===== config.mk =====
export PLATFORM = sky130hd
export DESIGN_NAME = dwb_ctrl_end_flat
export DESIGN_NICKNAME = d
export VERILOG_FILES = /design/src/rtl/dwb_pkg.sv /design/src/rtl/dwb_link_if.sv /design/src/rtl/dwb_burst_sel.sv /design/src/rtl/dwb_ctrl_end.sv /design/src/flat_wrapper.sv
export SDC_FILE = /design/constraint.sdc
export NUM_CORES = 1
export LEC_CHECK = 0
export ABC_CLOCK_PERIOD_IN_PS = 4100
export BUFFER_PORTS_ARGS = -buffer_cell sky130_fd_sc_hd__clkbuf_2
export CORE_UTILIZATION = 40
export DETAILED_ROUTE_END_ITERATION = 8
export SLEW_MARGIN = 40
export SYNTH_ARGS = -nofsm -noshare
export SYNTH_HDL_FRONTEND = slang
export SYNTH_SLANG_ARGS = --single-unit

===== constraint.sdc =====
create_clock -name ref_clk -period 4.1 [get_ports ref_clk]
set_clock_uncertainty 0.1 [all_clocks]
set_input_delay 0.205 -clock ref_clk [delete_from_list [all_inputs] [get_ports ref_clk]]
set_output_delay 0.205 -clock ref_clk [all_outputs]
set_load 0.02 [all_outputs]

===== src/rtl/dwb_pkg.sv =====
// Shared constants, types and latency helper for the write burst link
package dwb_pkg;

  // Depth of the write latency pipeline, one entry per clock
  localparam int MAX_WL = 32;

  // Burst-length field codes of mode_register_zero
  localparam logic [1:0] BL_FIX8 = 2'h0;  // burst_eight always
  localparam logic [1:0] BL_OTF  = 2'h1;  // on_the_fly per command
  localparam logic [1:0] BL_FIX4 = 2'h2;  // burst_chop_four always

  // Additive latency selections
  localparam logic [1:0] AL_ZERO = 2'h0;
  localparam logic [1:0] AL_CL1  = 2'h1;
  localparam logic [1:0] AL_CL2  = 2'h2;

  // Latency bases added to the programmed offsets; ODT_LEAD is subtracted
  localparam logic [5:0] CL_BASE  = 6'h05;
  localparam logic [5:0] CWL_BASE = 6'h05;
  localparam logic [5:0] ODT_LEAD = 6'h01;

  // Clock slots taken by one burst on the data pins
  localparam logic [2:0] SLOT_FULL = 3'h4;
  localparam logic [2:0] SLOT_CHOP = 3'h2;

  // Field positions in the mode-set address
  localparam int MR_BL_LSB  = 0;
  localparam int MR_AL_LSB  = 2;
  localparam int MR_CWL_LSB = 4;
  localparam int MR_CL_LSB  = 7;
  localparam int ADDR_W     = 11;

  // Controller register offsets and command fields
  localparam logic [7:0] REG_CMD    = 8'h00;
  localparam logic [7:0] REG_WDATA  = 8'h04;
  localparam logic [7:0] REG_MODE   = 8'h08;
  localparam logic [7:0] REG_TIMING = 8'h0C;
  localparam logic [7:0] REG_STATUS = 8'h10;
  localparam int CMD_OP_LSB   = 0;
  localparam int CMD_CHOP_BIT = 2;
  localparam int CMD_BANK_LSB = 3;
  localparam logic [1:0] OP_WR  = 2'h0;
  localparam logic [1:0] OP_RD  = 2'h1;
  localparam logic [1:0] OP_PRE = 2'h2;
  localparam logic [1:0] OP_MRS = 2'h3;
  localparam logic [7:0] TWR_RST  = 8'h06;
  localparam logic [7:0] WRITE_TO_READ_TIME_RST = 8'h04;
  localparam logic [1:0] RESP_OKAY   = 2'h0;
  localparam logic [1:0] RESP_SLVERR = 2'h2;

  typedef enum logic [2:0] {
    CMD_NOP = 3'h0,
    CMD_WR  = 3'h1,
    CMD_RD  = 3'h2,
    CMD_PRE = 3'h3,
    CMD_MRS = 3'h4
  } dwb_cmd_type;

  // Additive latency plus CAS write latency
  function automatic logic [5:0] dwb_write_latency(
    input logic [1:0] al_sel,
    input logic [3:0] cl_off,
    input logic [2:0] cwl_off
  );
    logic [5:0] cl;
    logic [5:0] al;
    cl = CL_BASE + {2'h0, cl_off};
    case (al_sel)
      AL_CL1:  al = cl - 6'h01;
      AL_CL2:  al = cl - 6'h02;
      default: al = 6'h00;
    endcase
    return al + CWL_BASE + {3'h0, cwl_off};
  endfunction

endpackage


===== src/rtl/dwb_link_if.sv =====
// Command, data and strobe link between controller and DRAM end
`timescale 1ns/1ps
`default_nettype none
interface dwb_link_if (
  input wire logic ref_clk  // Shared command clock
);
  dwb_pkg::dwb_cmd_type cmd;
  logic                 chop_select_bit;
  logic [2:0]           bank;
  logic [10:0]          addr;
  logic [15:0]          dq;
  logic                 dqs;
  logic                 dqs_en;

  modport ctrl (output cmd, chop_select_bit, bank, addr, dq, dqs, dqs_en);
  modport dram (input cmd, chop_select_bit, bank, addr, dq, dqs, dqs_en);
endinterface
`default_nettype wire


===== src/rtl/dwb_burst_sel.sv =====
// Burst length choice from mode field and per-command chop bit
`timescale 1ns/1ps
`default_nettype none
module dwb_burst_sel (
  input  wire logic [1:0] bl_mode,     // Burst-length field
  input  wire logic       chop_bit,    // Chop select of the command
  output logic            chop,        // Burst is chopped to four
  output logic            short_slot   // Burst frees pins after 2 clocks
);
  // Fixed codes never look at the chop bit
  always_comb begin
    unique case (bl_mode)
      dwb_pkg::BL_OTF:  chop = !chop_bit;
      dwb_pkg::BL_FIX4: chop = 1'b1;
      default:          chop = 1'b0;
    endcase
    short_slot = (bl_mode == dwb_pkg::BL_FIX4);
  end
endmodule
`default_nettype wire


===== src/rtl/dwb_ctrl_end.sv =====
// Controller end: AXI4-Lite registers, command issue and interval guard
//
// The AXI4-Lite interface to the registers and the placing of the registers were decided locally.
`timescale 1ns/1ps
`default_nettype none
module dwb_ctrl_end (
  input  wire logic        ref_clk,        // Command clock
  input  wire logic        rst_b,          // Synchronous reset, low
  dwb_link_if.ctrl         link,           // Link to the DRAM end
  input  wire logic        s_axi_awvalid,  // Write address valid
  output logic             s_axi_awready,  // Write address ready
  input  wire logic [7:0]  s_axi_awaddr,   // Write address
  input  wire logic        s_axi_wvalid,   // Write data valid
  output logic             s_axi_wready,   // Write data ready
  input  wire logic [31:0] s_axi_wdata,    // Write data
  input  wire logic [3:0]  s_axi_wstrb,    // Byte enables
  output logic             s_axi_bvalid,   // Write response valid
  input  wire logic        s_axi_bready,   // Write response ready
  output logic [1:0]       s_axi_bresp,    // Write response
  input  wire logic        s_axi_arvalid,  // Read address valid
  output logic             s_axi_arready,  // Read address ready
  input  wire logic [7:0]  s_axi_araddr,   // Read address
  output logic             s_axi_rvalid,   // Read data valid
  input  wire logic        s_axi_rready,   // Read data ready
  output logic [31:0]      s_axi_rdata,    // Read data
  output logic [1:0]       s_axi_rresp     // Read response
);

  typedef enum logic [2:0] {
    C_IDLE = 3'b001,
    C_LAT  = 3'b010,
    C_DATA = 3'b100
  } dwb_ctrl_fsm_type;

  typedef struct packed {
    dwb_ctrl_fsm_type     st;
    logic                 aw_have;
    logic [7:0]           aw_addr;
    logic                 w_have;
    logic [31:0]          w_data;
    logic [3:0]           w_strb;
    logic                 awready;
    logic                 wready;
    logic                 bvalid;
    logic [1:0]           bresp;
    logic                 arready;
    logic                 rvalid;
    logic [31:0]          rdata;
    logic [1:0]           rresp;
    logic [31:0]          wdata;
    logic [10:0]          mode;
    logic [7:0]           write_recovery_time;
    logic [7:0]           write_to_read_time;
    logic                 refused;
    logic [5:0]           cnt;
    logic [2:0]           beat;
    logic [2:0]           slot;
    logic                 chop;
    logic [7:0]           wr_cnt;
    logic [7:0]           wtr_cnt;
    dwb_pkg::dwb_cmd_type cmd;
    logic                 chop_bit;
    logic [2:0]           bank;
    logic [10:0]          addr;
    logic [15:0]          dq;
    logic                 dqs;
  } dwb_ctrl_state_type;

  dwb_ctrl_state_type s_reg;
  dwb_ctrl_state_type s_next;
  logic               new_chop;
  logic               new_short;
  logic [5:0]         wl_now;

  // Mapped offsets, shared by the read and write paths
  function automatic logic dwb_mapped(input logic [7:0] a);
    return a == dwb_pkg::REG_CMD || a == dwb_pkg::REG_WDATA ||
           a == dwb_pkg::REG_MODE || a == dwb_pkg::REG_TIMING ||
           a == dwb_pkg::REG_STATUS;
  endfunction

  // Byte-lane merge of a write into a stored word
  function automatic logic [31:0] dwb_merge(input logic [31:0] old_v,
                                            input logic [31:0] new_v,
                                            input logic [3:0]  strb);
    logic [31:0] v;
    v = old_v;
    for (int i = 0; i < 4; i++) begin
      if (strb[i]) begin
        v[8*i +: 8] = new_v[8*i +: 8];
      end
    end
    return v;
  endfunction

  // Same choice the DRAM end makes, so both agree on the slot
  dwb_burst_sel u_sel (
    .bl_mode    (s_reg.mode[dwb_pkg::MR_BL_LSB +: 2]),
    .chop_bit   (s_reg.w_data[dwb_pkg::CMD_CHOP_BIT]),
    .chop       (new_chop),
    .short_slot (new_short)
  );

  assign wl_now = dwb_pkg::dwb_write_latency(
                    s_reg.mode[dwb_pkg::MR_AL_LSB +: 2],
                    s_reg.mode[dwb_pkg::MR_CL_LSB +: 4],
                    s_reg.mode[dwb_pkg::MR_CWL_LSB +: 3]);

  // Next state: bus slave, command issue, data drive and guards
  always_comb begin
    logic [31:0] v;
    logic [1:0]  op;
    logic        idle;
    v      = 32'h0000_0000;
    op     = s_reg.w_data[dwb_pkg::CMD_OP_LSB +: 2];
    idle   = (s_reg.st == C_IDLE);
    s_next = s_reg;
    s_next.cmd = dwb_pkg::CMD_NOP;
    if (s_reg.wr_cnt != 8'h00) s_next.wr_cnt = s_reg.wr_cnt - 8'h01;
    if (s_reg.wtr_cnt != 8'h00) s_next.wtr_cnt = s_reg.wtr_cnt - 8'h01;

    // Address and data are taken independently, in either order
    if (s_axi_awvalid && s_reg.awready) begin
      s_next.aw_have = 1'b1;
      s_next.aw_addr = s_axi_awaddr;
    end
    if (s_axi_wvalid && s_reg.wready) begin
      s_next.w_have = 1'b1;
      s_next.w_data = s_axi_wdata;
      s_next.w_strb = s_axi_wstrb;
    end
    if (s_axi_bvalid && s_axi_bready) s_next.bvalid = 1'b0;

    if (s_reg.aw_have && s_reg.w_have && !s_reg.bvalid) begin
      s_next.aw_have = 1'b0;
      s_next.w_have  = 1'b0;
      s_next.bvalid  = 1'b1;
      s_next.bresp   = dwb_mapped(s_reg.aw_addr) ? dwb_pkg::RESP_OKAY
                                                 : dwb_pkg::RESP_SLVERR;
      unique case (s_reg.aw_addr)
        dwb_pkg::REG_WDATA:
          s_next.wdata = dwb_merge(s_reg.wdata, s_reg.w_data,
                                   s_reg.w_strb);
        dwb_pkg::REG_MODE: begin
          v = dwb_merge({21'h0, s_reg.mode}, s_reg.w_data, s_reg.w_strb);
          s_next.mode = v[10:0];
        end
        dwb_pkg::REG_TIMING: begin
          v = dwb_merge({16'h0, s_reg.write_to_read_time, s_reg.write_recovery_time}, s_reg.w_data,
                        s_reg.w_strb);
          s_next.write_recovery_time  = v[7:0];
          s_next.write_to_read_time = v[15:8];
        end
        dwb_pkg::REG_CMD: begin
          s_next.chop_bit = s_reg.w_data[dwb_pkg::CMD_CHOP_BIT];
          s_next.bank     = s_reg.w_data[dwb_pkg::CMD_BANK_LSB +: 3];
          s_next.addr     = s_reg.mode;
          s_next.refused  = 1'b0;
          // Refused orders leave the link idle and raise the flag
          if (!idle) begin
            s_next.refused = 1'b1;
          end else if (op == dwb_pkg::OP_WR) begin
            s_next.cmd  = dwb_pkg::CMD_WR;
            s_next.st   = C_LAT;
            s_next.cnt  = wl_now - 6'h01;
            s_next.chop = new_chop;
            s_next.slot = new_short ? dwb_pkg::SLOT_CHOP
                                    : dwb_pkg::SLOT_FULL;
          end else if (op == dwb_pkg::OP_PRE) begin
            if (s_reg.wr_cnt != 8'h00) s_next.refused = 1'b1;
            else s_next.cmd = dwb_pkg::CMD_PRE;
          end else if (op == dwb_pkg::OP_RD) begin
            if (s_reg.wtr_cnt != 8'h00) s_next.refused = 1'b1;
            else s_next.cmd = dwb_pkg::CMD_RD;
          end else begin
            s_next.cmd = dwb_pkg::CMD_MRS;
          end
        end
        default: begin
        end
      endcase
    end

    // Register reads answer one clock after the address is taken
    if (s_axi_rvalid && s_axi_rready) s_next.rvalid = 1'b0;
    if (s_axi_arvalid && s_reg.arready) begin
      s_next.rvalid = 1'b1;
      s_next.rresp  = dwb_mapped(s_axi_araddr) ? dwb_pkg::RESP_OKAY
                                               : dwb_pkg::RESP_SLVERR;
      unique case (s_axi_araddr)
        dwb_pkg::REG_WDATA:  s_next.rdata = s_reg.wdata;
        dwb_pkg::REG_MODE:   s_next.rdata = {21'h0, s_reg.mode};
        dwb_pkg::REG_TIMING: s_next.rdata = {16'h0, s_reg.write_to_read_time, s_reg.write_recovery_time};
        dwb_pkg::REG_STATUS:
          s_next.rdata = {26'h0, wl_now[5:4], s_reg.refused,
                          s_reg.wtr_cnt != 8'h00, s_reg.wr_cnt != 8'h00,
                          !idle};
        default:             s_next.rdata = 32'h0000_0000;
      endcase
    end
    s_next.awready = !s_next.aw_have && !s_next.bvalid;
    s_next.wready  = !s_next.w_have && !s_next.bvalid;
    s_next.arready = !s_next.rvalid;

    // Data clocks: strobe raised at every edge that carries a beat
    s_next.dqs = 1'b0;
    unique case (s_reg.st)
      C_LAT: begin
        if (s_reg.cnt == 6'h00) begin
          s_next.st   = C_DATA;
          s_next.beat = 3'h1;
          s_next.dq   = s_reg.wdata[15:0];
          s_next.dqs  = 1'b1;
        end else begin
          s_next.cnt = s_reg.cnt - 6'h01;
        end
      end
      C_DATA: begin
        if (s_reg.beat == s_reg.slot) begin
          // Edge after the slot's last clock starts both intervals
          s_next.st      = C_IDLE;
          s_next.wr_cnt  = s_reg.write_recovery_time;
          s_next.wtr_cnt = s_reg.write_to_read_time;
        end else begin
          s_next.beat = s_reg.beat + 3'h1;
          s_next.dq   = s_reg.beat[0] ? s_reg.wdata[31:16]
                                      : s_reg.wdata[15:0];
          s_next.dqs  = !s_reg.chop || (s_reg.beat < 3'h2);
        end
      end
      default: begin
      end
    endcase
  end

  always_ff @(posedge ref_clk) begin
    if (!rst_b) begin
      s_reg      <= '0;
      s_reg.st   <= C_IDLE;
      s_reg.write_recovery_time  <= dwb_pkg::TWR_RST;
      s_reg.write_to_read_time <= dwb_pkg::WRITE_TO_READ_TIME_RST;
    end else begin
      s_reg <= s_next;
    end
  end

  assign link.cmd             = s_reg.cmd;
  assign link.chop_select_bit = s_reg.chop_bit;
  assign link.bank            = s_reg.bank;
  assign link.addr            = s_reg.addr;
  assign link.dq              = s_reg.dq;
  assign link.dqs             = s_reg.dqs;
  assign link.dqs_en          = s_reg.dqs;
  assign s_axi_awready        = s_reg.awready;
  assign s_axi_wready         = s_reg.wready;
  assign s_axi_bvalid         = s_reg.bvalid;
  assign s_axi_bresp          = s_reg.bresp;
  assign s_axi_arready        = s_reg.arready;
  assign s_axi_rvalid         = s_reg.rvalid;
  assign s_axi_rdata          = s_reg.rdata;
  assign s_axi_rresp          = s_reg.rresp;

endmodule
`default_nettype wire


===== src/flat_wrapper.sv =====
// flat-port wrapper written by rule: the top's interface ports become plain ports
module dwb_ctrl_end_flat 
  (ref_clk, rst_b, s_axi_awvalid, s_axi_awready, s_axi_awaddr, s_axi_wvalid, s_axi_wready, s_axi_wdata, s_axi_wstrb, s_axi_bvalid, s_axi_bready, s_axi_bresp, s_axi_arvalid, s_axi_arready, s_axi_araddr, s_axi_rvalid, s_axi_rready, s_axi_rdata, s_axi_rresp, link_cmd, link_chop_select_bit, link_bank, link_addr, link_dq, link_dqs, link_dqs_en);
  dwb_link_if link_i (.ref_clk(ref_clk));
  input  wire logic ref_clk;
  input  wire logic rst_b;
  input  wire logic s_axi_awvalid;
  output logic s_axi_awready;
  input  wire logic [7:0] s_axi_awaddr;
  input  wire logic s_axi_wvalid;
  output logic s_axi_wready;
  input  wire logic [31:0] s_axi_wdata;
  input  wire logic [3:0] s_axi_wstrb;
  output logic s_axi_bvalid;
  input  wire logic s_axi_bready;
  output logic [1:0] s_axi_bresp;
  input  wire logic s_axi_arvalid;
  output logic s_axi_arready;
  input  wire logic [7:0] s_axi_araddr;
  output logic s_axi_rvalid;
  input  wire logic s_axi_rready;
  output logic [31:0] s_axi_rdata;
  output logic [1:0] s_axi_rresp;
  output wire logic [$bits(link_i.cmd)-1:0] link_cmd;
  output wire logic [$bits(link_i.chop_select_bit)-1:0] link_chop_select_bit;
  output wire logic [$bits(link_i.bank)-1:0] link_bank;
  output wire logic [$bits(link_i.addr)-1:0] link_addr;
  output wire logic [$bits(link_i.dq)-1:0] link_dq;
  output wire logic [$bits(link_i.dqs)-1:0] link_dqs;
  output wire logic [$bits(link_i.dqs_en)-1:0] link_dqs_en;
  assign link_cmd = link_i.cmd;
  assign link_chop_select_bit = link_i.chop_select_bit;
  assign link_bank = link_i.bank;
  assign link_addr = link_i.addr;
  assign link_dq = link_i.dq;
  assign link_dqs = link_i.dqs;
  assign link_dqs_en = link_i.dqs_en;
  dwb_ctrl_end u_core (.ref_clk(ref_clk), .rst_b(rst_b), .link(link_i), .s_axi_awvalid(s_axi_awvalid), .s_axi_awready(s_axi_awready), .s_axi_awaddr(s_axi_awaddr), .s_axi_wvalid(s_axi_wvalid), .s_axi_wready(s_axi_wready), .s_axi_wdata(s_axi_wdata), .s_axi_wstrb(s_axi_wstrb), .s_axi_bvalid(s_axi_bvalid), .s_axi_bready(s_axi_bready), .s_axi_bresp(s_axi_bresp), .s_axi_arvalid(s_axi_arvalid), .s_axi_arready(s_axi_arready), .s_axi_araddr(s_axi_araddr), .s_axi_rvalid(s_axi_rvalid), .s_axi_rready(s_axi_rready), .s_axi_rdata(s_axi_rdata), .s_axi_rresp(s_axi_rresp));
endmodule

# Yosys cells after proc, flatten, opt, wreduce, memory -nomap -nowiden
# Index checks and enable logic that the tools add are counted.
# classes
addsub,10
order_cmp,1
n_eq_ne,20
n_mux,48
bitwise_logic,4
n_reduce_logical,46
# op_table
operator,n
case mux 32 bit (4 select lines),1
two-way mux 16 bit,3
two-way mux 37 bit,1
two-way mux 6 bit,6
two-way mux 35 bit,1
two-way mux 17 bit,2
case mux 17 bit (2 select lines),1
two-way mux 3 bit,11
"== test 8 x 4 -> 1 bit, second input constant",4
AND reduction 3 bit,9
"subtractor 6 x 1 -> 6 bit, second input constant",3
"== test 8 x 3 -> 1 bit, second input constant",2
"== test 8 x 5 -> 1 bit, second input constant",2
zero test 8 bit,2
two-way mux 8 bit,2
nonzero test 8 bit,2
"subtractor 8 x 1 -> 8 bit, second input constant",2
case mux 3 bit (2 select lines),2
case mux 6 bit (2 select lines),1
two-way mux 1 bit,10
logical AND 1 bit,9
logical OR 1 bit,9
two-way mux 9 bit,1
zero test 1 bit,8
other kinds (24),35
# word_totals
regBits,214
in_bits,59

# Logic depth before layout (Yosys ltp)
# Gate-level depths: netlist of run 1.
# depth
word_depth,12
depth_mapped,15

# Cells and area by module
# A second synthesis of run 1 with hierarchy kept.
# hier_totals
cells_unflattened,1174
hier_area_um2,9680.5
# modules_own_cells
module,instances,cells_per_inst,area_each_um2,seq_area_each_um2
dwb_ctrl_end,1,1167,9629.2,4224.1
dwb_burst_sel,1,7,51.3,0.0

# Worst setup path after synthesis of run 1
# No wires, ideal clock.
# synth_timing
path_kind,reg2reg
from,reg u_core.s_reg[89] (netlist bit)
to,reg u_core.s_reg[63] (netlist bit)
setup_ns,0.070
arrival_ns,3.529
required_ns,3.930
path_slack_ns,0.401
path_stages_with_launch,16
path_buffers,0
path_cell_list,dfxtp_1 > ha_1 > xnor2_1 > inv_1 > ha_1 > o22ai_1 > nand2_1 > ha_1 > inv_1 > fa_1 > or3b_2 > or2_1 > a311o_1 > a31oi_1 > o41ai_1 > a21oi_1
# synth_between
elab_chain_len,12
word_cells_on_any_way,13
classes_between,add/sub: 6; mux: 7
# synth_lines
element,line_no,source
from (decl),dwb_ctrl_end.sv:69,dwb_ctrl_state_type s_reg;
from (signal assigned),dwb_ctrl_end.sv:243,s_reg <= s_next;
adder 3 x 4 -> 5 bit (*),dwb_pkg.sv:67,"cl = CL_BASE + {2'h0, cl_off};"
subtractor 6 x 2 -> 6 bit / subtractor 6 x 1 -> 6 bit (equally long branches),"dwb_pkg.sv:70, dwb_pkg.sv:69",
case mux 6 bit (2 select lines) (*),dwb_pkg.sv:68,case (al_sel)
adder 6 x 3 -> 6 bit (*) (2 in series),dwb_pkg.sv:73,"return al + CWL_BASE + {3'h0, cwl_off};"
subtractor 6 x 1 -> 6 bit (*),dwb_ctrl_end.sv:165,s_next.cnt = wl_now - 6'h01;
two-way mux 6 bit (*),dwb_ctrl_end.sv:162,end else if (op == dwb_pkg::OP_WR) begin
two-way mux 6 bit (*),dwb_ctrl_end.sv:160,if (!idle) begin
two-way mux 6 bit (*),dwb_ctrl_end.sv:140,unique case (s_reg.aw_addr)
two-way mux 6 bit (*),dwb_ctrl_end.sv:134,if (s_reg.aw_have && s_reg.w_have && !s_reg.bvalid) begin
two-way mux 6 bit,dwb_ctrl_end.sv:209,if (s_reg.cnt == 6'h00) begin
two-way mux 6 bit (*),dwb_ctrl_end.sv:207,unique case (s_reg.st)
# Mark *: on every way between the ends. The rest lies on a longest branch, timed or not.
# A chain may end at the register's enable or synchronous reset.

# Worst setup path after layout of run 1
# layout_timing
from,reg u_core.s_reg[88] (netlist bit)
to,reg u_core.s_reg[63] (netlist bit)
# Same word-level chain as after synthesis.

==> metrics.txt, run 1 <==
Num Clock Sinks between 200 and 250; CP Class reg2reg; GR Util All Layers 21.5%; Final Hold Fails 0; die width 157 µm; IO Pins 136; Final Wtd Congestion around 0.89; Syn Inst Count 1184; Crit. End Element flop; Rows 56; placed cell count approximately 1500; P&R area growth vs syn 19.4%; status finished clean; 1st-iter DRT viols 636; Antenna Cells 0; Worst Path Required 4440 ps; largest family of logic cells by synthesized area simple AND/OR/NAND/NOR gates; hpwl dp ~19 mm; Slew HR between 40% and 50%; Avg Cell Area, Syn 8.08 µm²; TNS Setup 0 ps; Cell Pwr Density about 480 nW/µm²; Max Transition Viols Final 0; RSZ-0062 raised after global routing no; WL per Instance between 15 and 20 µm; YS warnings 0; Die ar. 24600 µm²; Clock Latency Late Sink ~520 ps; Tcrit/Tclk final 94.6%; synthesis-stage register bit count 211; Critical Path Start Type flop; Clock transition at path regs 60 ps; Via-to-Cell Ratio 5.19; final-layout fill cell count 2297; simple-gate share of the synthesized area a little under a quarter; Vias 8356; leak pwr 4.45 nW; worst ir drop on vdd ~320 µV; core area approximately 23000 µm²; main flop type after synthesis dfxtp_1; Synth Area in XOR/XNOR 1.92%; Finished Layout Cells 1610; register area share after synthesis about 44%; fmax 0.258 GHz; drt first pass iters 6; CTS tree built; share of post-route cells with drive strength above 1 17.0%; Synth Cell Area ~9600 µm²; Final nets 1351; mux cell area share after synthesis between 2 and 2.5%; Largest register FFs approximately 140; global-route wire length before repair 41.7 mm; vias in the first global route 7809; Final setup viols 0; Yosys cell types 71; CTS root buffer clkbuf_16; Max Cap Violations 0; initial antenna violation count 0; Synth top area share 44.1%; Tmin final 3880 ps; grt ovf 0; PortBufs 133; Post-synth EDFFs 0; Worst Max-Slew Pin Slew between 700 and 800 ps; maximum root-to-sink buffer count 3; worst path arrival time 4220 ps; Worst Hold Class in2reg; crit-path max FO 5; TritonCTS buffer count 25; largest net degree at the start of global routing 70; Adder-Cell Fraction of Synth Area between 2 and 3%; DRC Markers 0; htree depth 1; Async S/R FF share, synth 0%; Initial Util 40.8%; WL final 26.5 mm; Die Ht approximately 160 µm; dominant cells by area after synthesis dfxtp_1 (44%), nand2_1 (9.9%), a21oi_1 (8.2%); Post-DRT Antenna Nets 0; Yosys top cell by area dfxtp_1; Compound-Gate Fraction of Synth Area 16.6%
-- layout by cell type (no fill, tap or decap), drive strengths merged, types with 3 or more instances in the layout --
master | Yosys | layout
or3 | 7 | 7
mux2i | 15 | 15
clkinv | 0 | 6
a21o | 4 | 4
clkbuf | 55 | 165
a21oi | 157 | 157
a221oi | 7 | 7
a2bb2oi | 5 | 5
nand3 | 69 | 69
and3 | 7 | 7
buf | 85 | 21
dfxtp | 211 | 211
nand2 | 253 | 253
nor4b | 3 | 3
a22o | 8 | 8
dlygate4sd3 | 0 | 46
nor2b | 7 | 7
nor4 | 5 | 5
a222oi | 15 | 15
bufinv | 0 | 6
nand3b | 4 | 4
nor2 | 71 | 71
or2 | 3 | 3
ha | 19 | 19
inv | 30 | 32
nor3b | 6 | 6
o211ai | 5 | 5
o21ai | 21 | 21
o41ai | 3 | 3
xor2 | 6 | 6
a22oi | 12 | 12
xnor2 | 15 | 15
nand2b | 5 | 5
mux2 | 5 | 5
and2 | 5 | 5
a211oi | 7 | 7
nor3 | 24 | 24
-- power breakdown --
group          internal (mW)  switching [mW]  leakage, nW  total, mW
logic                  0.346           0.407         2.29      0.753
clock network           1.57           0.885        0.459       2.46
registers               2.15          0.0958         1.71       2.25
total                   4.07            1.39         4.45       5.46
-- cells in the mapped netlist, types with 8 or more instances --
library cell  count
nand2_1         253
dfxtp_1         211
a21oi_1         157
buf_4            72
nor2_1           71
nand3_1          69
clkbuf_1         55
inv_1            29
nor3_1           22
ha_1             19
o21ai_0          19
a222oi_1         15
mux2i_1          15
xnor2_1          15
a22oi_1          12
buf_2             9
a22o_1            8
-- layer usage --
layer  global-route usage, %  share of wire (%)  vias up
met5                       0                  0        -
met4                    5.42                1.8        0
met3                    2.96                5.7       36
met2                    34.9                 45      226
met1                    29.8                 47     3899
li1                        -                  -     4195
-- worst max-delay path, cell delays in order, from the launching register on --
cell and delay (ps):
dfxtp_1 310, ha_1 270, xnor2_2 180, inv_1 60, ha_1 290, o22ai_1 180, nand2_1 90, ha_1 270
inv_1 60, fa_1 530, or3b_2 530, or2_1 250, a311o_1 320, a31oi_1 150, o41ai_1 80, a21oi_1 140
-- path summary, 6_finish.rpt --
kind	start	endpoint	slack, ps	depth (start not counted)
worst max register to register	u_core.s_reg[88]	u_core.s_reg[63]	220	15
worst min register to register	u_core.s_axi_rdata[24]	u_core.s_axi_rdata[24]	350	2
worst max-delay path	u_core.s_reg[88]	u_core.s_reg[63]	220	15
worst min-delay path	s_axi_awvalid	u_core.s_reg[209]	60	4
-- per-stage QoR --
| step | area [µm²] | utilization (%) | setup WS, ps | total power [mW] | hold WS (ps) |
|---|---|---|---|---|---|
| finish | 11400 | 48.7 | 219 | 5.46 | 57.3 |
| global route | 11400 | 48.7 | 45.9 | 5.70 | 74.9 |
| CTS | 11400 | 48.7 | 210 | 5.50 | 46.0 |
| detailed placement | 10000 | 42.8 | 224 | 3.00 | 334 |
| global placement | 10000 | 42.7 | 239 | 2.99 | 329 |
| floorplan | 9580 | - | 401 | 2.82 | 241 |
-- logic make-up after synthesis --
| group | after synthesis |
|---|---|
| xor+xnor | 21 |
| simple gates | 480 |
| buf+inv | 170 |
| compound gates | 260 |
| flops | 211 |
| fa+ha+maj | 21 |
| mux | 20 |
| other cells | 1 |
-- cell type report --
class | count | area (µm²) | area share (%)
clock buffer | 32 | 692 | 6.05
multi-input combinational | 804 | 4450 | 39.0
timing repair buffer | 200 | 1310 | 11.5
inverter | 30 | 115 | 1.01
tap | 319 | 399 | 3.49
clock inverter | 14 | 234 | 2.05
sequential | 211 | 4220 | 37.0
-- timing repair --
item | 4_1_cts | 5_1_grt
endpoints found under the hold margin | 49 | 0
setup endpoints to repair | 0 | 1
hold buffers | 46 | 0
setup buffers | 0 | 0
gates resized for setup | 0 | 1
No activity file was read; power rests on OpenSTA's default activity.
==> run 2: changes to the inputs <==
--- a/config.mk
+++ b/config.mk
@@ -8,7 +8,9 @@
 export ABC_CLOCK_PERIOD_IN_PS = 4100
 export BUFFER_PORTS_ARGS = -buffer_cell sky130_fd_sc_hd__clkbuf_2
 export CORE_UTILIZATION = 40
+export CTS_BUF_LIST = sky130_fd_sc_hd__clkbuf_8
 export DETAILED_ROUTE_END_ITERATION = 8
+export RECOVER_POWER = 50
 export SLEW_MARGIN = 40
 export SYNTH_ARGS = -nofsm -noshare
 export SYNTH_HDL_FRONTEND = slang
==> run 2 against run 1 <==
- the flow now finishes with violations (max-capacitance violations, max-slew violations)
- power fell by 11%
- clock power fell by 24%
- sequential power is essentially flat
- critical path type unchanged
- largest power group is now registers
==> metrics.txt, run 2 (same netlist as run 1, synthesis figures left out) <==
status complete, but fails checks; failing checks max-capacitance violations, max-slew violations; Num Clock Sinks 211; initial antenna violation count 0; crit-path max FO 5; commonest non-fill, non-tap cell in the layout nand2_1; IO Pins 136; Worst Max-Slew Pin Slew 2840 ps; hold path cells 4; Clock Latency Late Sink about 530 ps; P&R area growth vs syn 15.8%; largest net degree at the start of global routing 70; WL final 26.8 mm; most frequent cells in the layout nand2_1 (253), dfxtp_1 (211), a21oi_1 (157); grt ovf 0; Initial Util 40.8%; Final nets 1364; CTS root buffer clkbuf_8; Vias 8532; sink of the worst hold path u_core.s_reg[206]; global-route wire length before repair between 40 and 50 mm; Tmin final 3880 ps; die width 157 µm; Clock transition at path regs 60 ps; leak pwr 4.14 nW; placed cell count ~1500; Rows 56; Worst Path Required 4370 ps; TNS Setup 0 ps; Final setup viols 0; RSZ-0062 raised after global routing no; Largest register FFs 137; worst path arrival time 4150 ps; Worst R2R Start u_core.s_reg[88]; Antenna Cells 0; cell count of the worst reg-to-reg path 15; Setup Buffers After CTS 0; reg2reg setup slack between 200 and 250 ps; WL per Instance 16.5 µm; Via-to-Cell Ratio 5.24; Finished Layout Cells 1628; drt first pass iters 5; worst ir drop on vdd 227 µV; final-layout fill cell count 2374; GR Util All Layers approximately 22%; Tcrit/Tclk final 94.6%; CP Class reg2reg; vias in the first global route 7952; PortBufs 133; Die Ht ~160 µm; fmax approximately 0.26 GHz; worst hold slack 46.9 ps; htree depth 2; TritonCTS buffer count 38; Cell Pwr Density 439 nW/µm²; share of post-route cells with drive strength above 1 between 10 and 15%; Hold Path Origin s_axi_awvalid; Die ar. 24600 µm²; Max Transition Viols Final 105; Final Hold Fails 0; Final Wtd Congestion around 0.9; 1st-iter DRT viols approximately 680; maximum root-to-sink buffer count 3; Worst Hold Class in2reg; DRC Markers 0; Slew HR -89.3%; CTS tree built; Max Cap Violations 2; reg2reg end u_core.s_reg[63]; Crit. End Element flop; core area 23500 µm²; Critical Path Start Type flop; Post-DRT Antenna Nets 0; hpwl dp 18.9 mm
run 2: cell count changes in the layout (fill, tap and decap cells not counted), sizes merged:
cell / previous run / this run
buf: 21 / 18
clkbuf: 165 / 182
inv: 32 / 47
bufinv: 6 / 0
clkinvlp: 0 / 1
clkinv: 6 / 0
run 2: metal layers:
metal  GRT usage [%]  vias up  wire length (µm)
li1                -     4224                 -
met1            29.7     3994             12400
met2            35.2      264             12300
met3            3.18       50              1490
met4            6.72        0               550
met5               0        -                 0
run 2: critical path, cell delays in order (launching register included):
cell	delay (ps)
dfxtp_1	310
ha_1	270
xnor2_2	180
inv_1	60
ha_1	290
o22ai_1	170
nand2_1	80
ha_1	270
inv_1	60
fa_1	530
or3b_2	530
nor2_1	150
nor3_1	70
and3_1	180
o41ai_1	360
a21oi_1	110
run 2: layout make-up:
cell class | count | area (µm²) | share of cell area, %
timing repair buffer | 200 | 1180 | 10.7
clock buffer | 46 | 633 | 5.71
tap | 319 | 399 | 3.60
clock inverter | 18 | 78.8 | 0.711
multi-input combinational | 804 | 4450 | 40.2
inverter | 30 | 115 | 1.04
sequential | 211 | 4220 | 38.1
run 2: power breakdown:
part | switching [mW] | internal [mW]
logic | 0.404 | 0.341
registers | 0.0964 | 2.15
clock network | 0.860 | 1.01
total | 1.36 | 3.50
run 2: worst max path at each step:
stage,startpoint,endpoint,slack [ps],cells after the start
floorplan,u_core.s_reg[89],u_core.s_reg[63],400,15
global placement,u_core.s_reg[88],u_core.s_reg[63],240,15
detailed placement,u_core.s_reg[88],u_core.s_reg[63],220,15
CTS,u_core.s_reg[88],u_core.s_reg[63],210,15
global route,u_core.s_reg[88],u_core.s_reg[63],40,15
finish,u_core.s_reg[88],u_core.s_reg[63],220,15
run 2: timing repair:
item	CTS	global route
gates resized for setup	0	1
endpoints found under the hold margin	49	0
endpoints found under the setup margin	0	1
hold buffers	46	0
run 2: per-stage QoR:
| stage | power [mW] | utilization (%) | instance area [µm²] | setup slack (ps) |
|---|---|---|---|---|
| 2_1_floorplan | 2.82 | - | 9580 | 401 |
| 3_3_place_gp | 2.99 | 42.7 | 10000 | 239 |
| 3_5_place_dp | 3.00 | 42.8 | 10000 | 224 |
| 4_1_cts | 4.91 | 47.8 | 11200 | 208 |
| 5_1_grt | 5.10 | 47.2 | 11100 | 35.5 |
| 6_report | 4.86 | 47.2 | 11100 | 220 |
==> run 3: changes to the inputs <==
--- a/config.mk
+++ b/config.mk
@@ -7,9 +7,11 @@
 export LEC_CHECK = 0
 export ABC_CLOCK_PERIOD_IN_PS = 4100
 export BUFFER_PORTS_ARGS = -buffer_cell sky130_fd_sc_hd__clkbuf_2
-export CORE_UTILIZATION = 40
+export CAP_MARGIN = 10
+export CORE_UTILIZATION = 45
 export CTS_BUF_LIST = sky130_fd_sc_hd__clkbuf_8
 export DETAILED_ROUTE_END_ITERATION = 8
+export PLACE_DENSITY = 0.65
 export RECOVER_POWER = 50
 export SLEW_MARGIN = 40
 export SYNTH_ARGS = -nofsm -noshare
==> run 3 against run 2 <==
- the flow still finishes with violations (max-capacitance violations, max-slew violations)
- maximum frequency grew 0.70%
- sequential share of layout area is essentially flat
- setup slack gained 27 ps
- critical endpoint unchanged
- power grew 2.7%
- clock-buffer cell count grew 3
- largest cell class unchanged
- clock power grew 7%
- non-clock buffer count is the same
==> metrics.txt, run 3 (same netlist as run 1, synthesis figures left out) <==
CP cell instances ha_2 > xnor2_2 > inv_1 > ha_1 > o22ai_1 > nand2_1 > ha_1 > inv_1 > fa_1 > or3b_2 > or2_1 > a311o_1 > a31oi_1 > o41ai_2 > a21oi_1; P&R area growth vs syn 15.9%; DRC Markers 0; Worst Max-Slew Pin Slew between 1500 and 2000 ps; initial antenna violation count 0; htree depth 2; Max Transition Viols Final 138; largest net degree at the start of global routing 88; CTS tree built; status complete, but fails checks; RSZ-0062 raised after global routing no; Vias 8555; failing checks max-capacitance violations, max-slew violations; Post-DRT Antenna Nets 0; Bufs and invs on worst path 2; worst path arrival time ~4200 ps; part of the power in the clock network 40.3%; CTS root buffer clkbuf_8; Num Clock Sinks 211; Tmin final 3850 ps; commonest non-fill, non-tap cell in the layout nand2_1; sink of the worst hold path u_core.s_reg[209]; Final Wtd Congestion 0.884; drt first pass iters 6; Die Ht about 150 µm; Clock transition at path regs ~60 ps; worst hold slack 53.9 ps; crit-path max FO 5; NetSw ~1.4 mW; CP max stage delay 530 ps; reg2reg end u_core.s_reg[63]; WL per Instance 16.6 µm; Initial Util approximately 47%; 1st-iter DRT viols between 700 and 800; Logic pwr share 14.8%; area of the multi-input gates roughly 4500 µm²; fmax 0.260 GHz; GR Util All Layers 24.1%; Antenna Cells 0; Worst R2R Start u_core.s_reg[89]; CP Class reg2reg; hpwl dp 18.2 mm; Largest register FFs 137; Critical Path Start Type flop; TritonCTS buffer count 37; Clock Latency Late Sink 550 ps; vias in the first global route approximately 8000; critical path's slowest cell fa_1; Crit path max-delay family adder cells; Crit. End Element flop; Slew HR -16.1%; Reg area around 4200 µm²; hold path cells 4; sequential power share 44.9%; worst ir drop on vdd between 200 and 300 µV; global-route wire length before repair 41.9 mm; Cell Pwr Density 450 nW/µm²; Worst path depth 15; most frequent cells in the layout nand2_1 (253), dfxtp_1 (211), a21oi_1 (157); Worst Path Required 4450 ps; PortBufs 133; leak pwr 4.16 nW; Via-to-Cell Ratio ~5.4; IO Pins around 140; Final nets 1363; Final setup viols 0; WL final 26.3 mm; Die ar. 21900 µm²; Final Hold Fails 0; Sw Share 27.3%; final core utilization between 50 and 60%; reg2reg setup slack 250 ps; Hold Path Origin s_axi_awvalid; Max Cap Violations 4; cell count of the worst reg-to-reg path 15; Internal 3.63 mW; Worst Hold Class in2reg; TNS Setup 0 ps; die width 148 µm; Rows 52; core area 20600 µm²; grt ovf 0; maximum root-to-sink buffer count 3; Tcrit/Tclk final 94.0%; share of post-route cells with drive strength above 1 ~12%; final-layout fill cell count 2089
## run 3: changes by cell type in the layout (fill, tap and decap cells not counted), moves of 2 or more
cell	before	now
clkbuf_8	46	49
clkbuf_1	78	80
inv_6	0	2
clkinv_2	0	4
inv_1	45	39
## run 3: power by group through the flow
stage / Clock, mW / Combinational [mW] / Sequential, mW
3_5_place_dp: 0 / 0.697 / 2.28
5_1_grt: 2.16 / 0.834 / 2.26
2_1_floorplan: 0 / 0.563 / 2.26
3_3_place_gp: 0 / 0.690 / 2.28
4_1_cts: 2.05 / 0.738 / 2.24
6_report: 2.01 / 0.740 / 2.24
## run 3: cell type report
type,count,share of cell area [%]
Clock buffer,49,6.08
Clock inverter,17,0.970
Inverter,30,1.06
Multi-Input combinational cell,804,40.2
Sequential cell,211,38.1
Tap cell,270,3.05
Timing Repair Buffer,200,10.6
## run 3: through the flow
step	cells	total power, mW	worst slack (ps)	area (µm²)
global placement	1468	2.97	255	9930
CTS	1580	5.03	118	11200
floorplan	1185	2.82	401	9580
finish	1581	5.00	246	11100
global route	1581	5.25	1.59	11100
detailed placement	1468	2.98	175	9930
## run 3: per-layer routing
metal  up-vias  wire length [µm]  GRT usage [%]
met5         -                 0              0
met4         0               805           9.23
met3        52              1940           5.28
met2       296             11400           36.3
met1      3990             12100           33.6
li1       4217                 -              -
## run 3: worst register-to-register path, stage by stage, from the launching register on
cell and delay [ps]:
dfxtp_1 340, ha_2 240, xnor2_2 130, inv_1 60, ha_1 290, o22ai_1 160
nand2_1 80, ha_1 270, inv_1 70, fa_1 530, or3b_2 530, or2_1 240
a311o_1 320, a31oi_1 190, o41ai_2 90, a21oi_1 170
## run 3: how the worst max path moves through the flow
stage	from	to	slack, ps
floorplan	u_core.s_reg[89]	u_core.s_reg[63]	400
global placement	u_core.s_reg[88]	u_core.s_reg[63]	250
detailed placement	u_core.s_reg[88]	u_core.s_reg[63]	170
CTS	u_core.s_reg[88]	u_core.s_reg[63]	120
global route	u_core.s_reg[88]	u_core.s_reg[63]	2
finish	u_core.s_reg[89]	u_core.s_reg[63]	250
## run 3: repair_timing
action,in CTS,in global routing
hold buffers,46,0
setup buffers,0,1
setup endpoints to repair,0,1
endpoints found under the hold margin,49,0
gates resized for setup,0,3
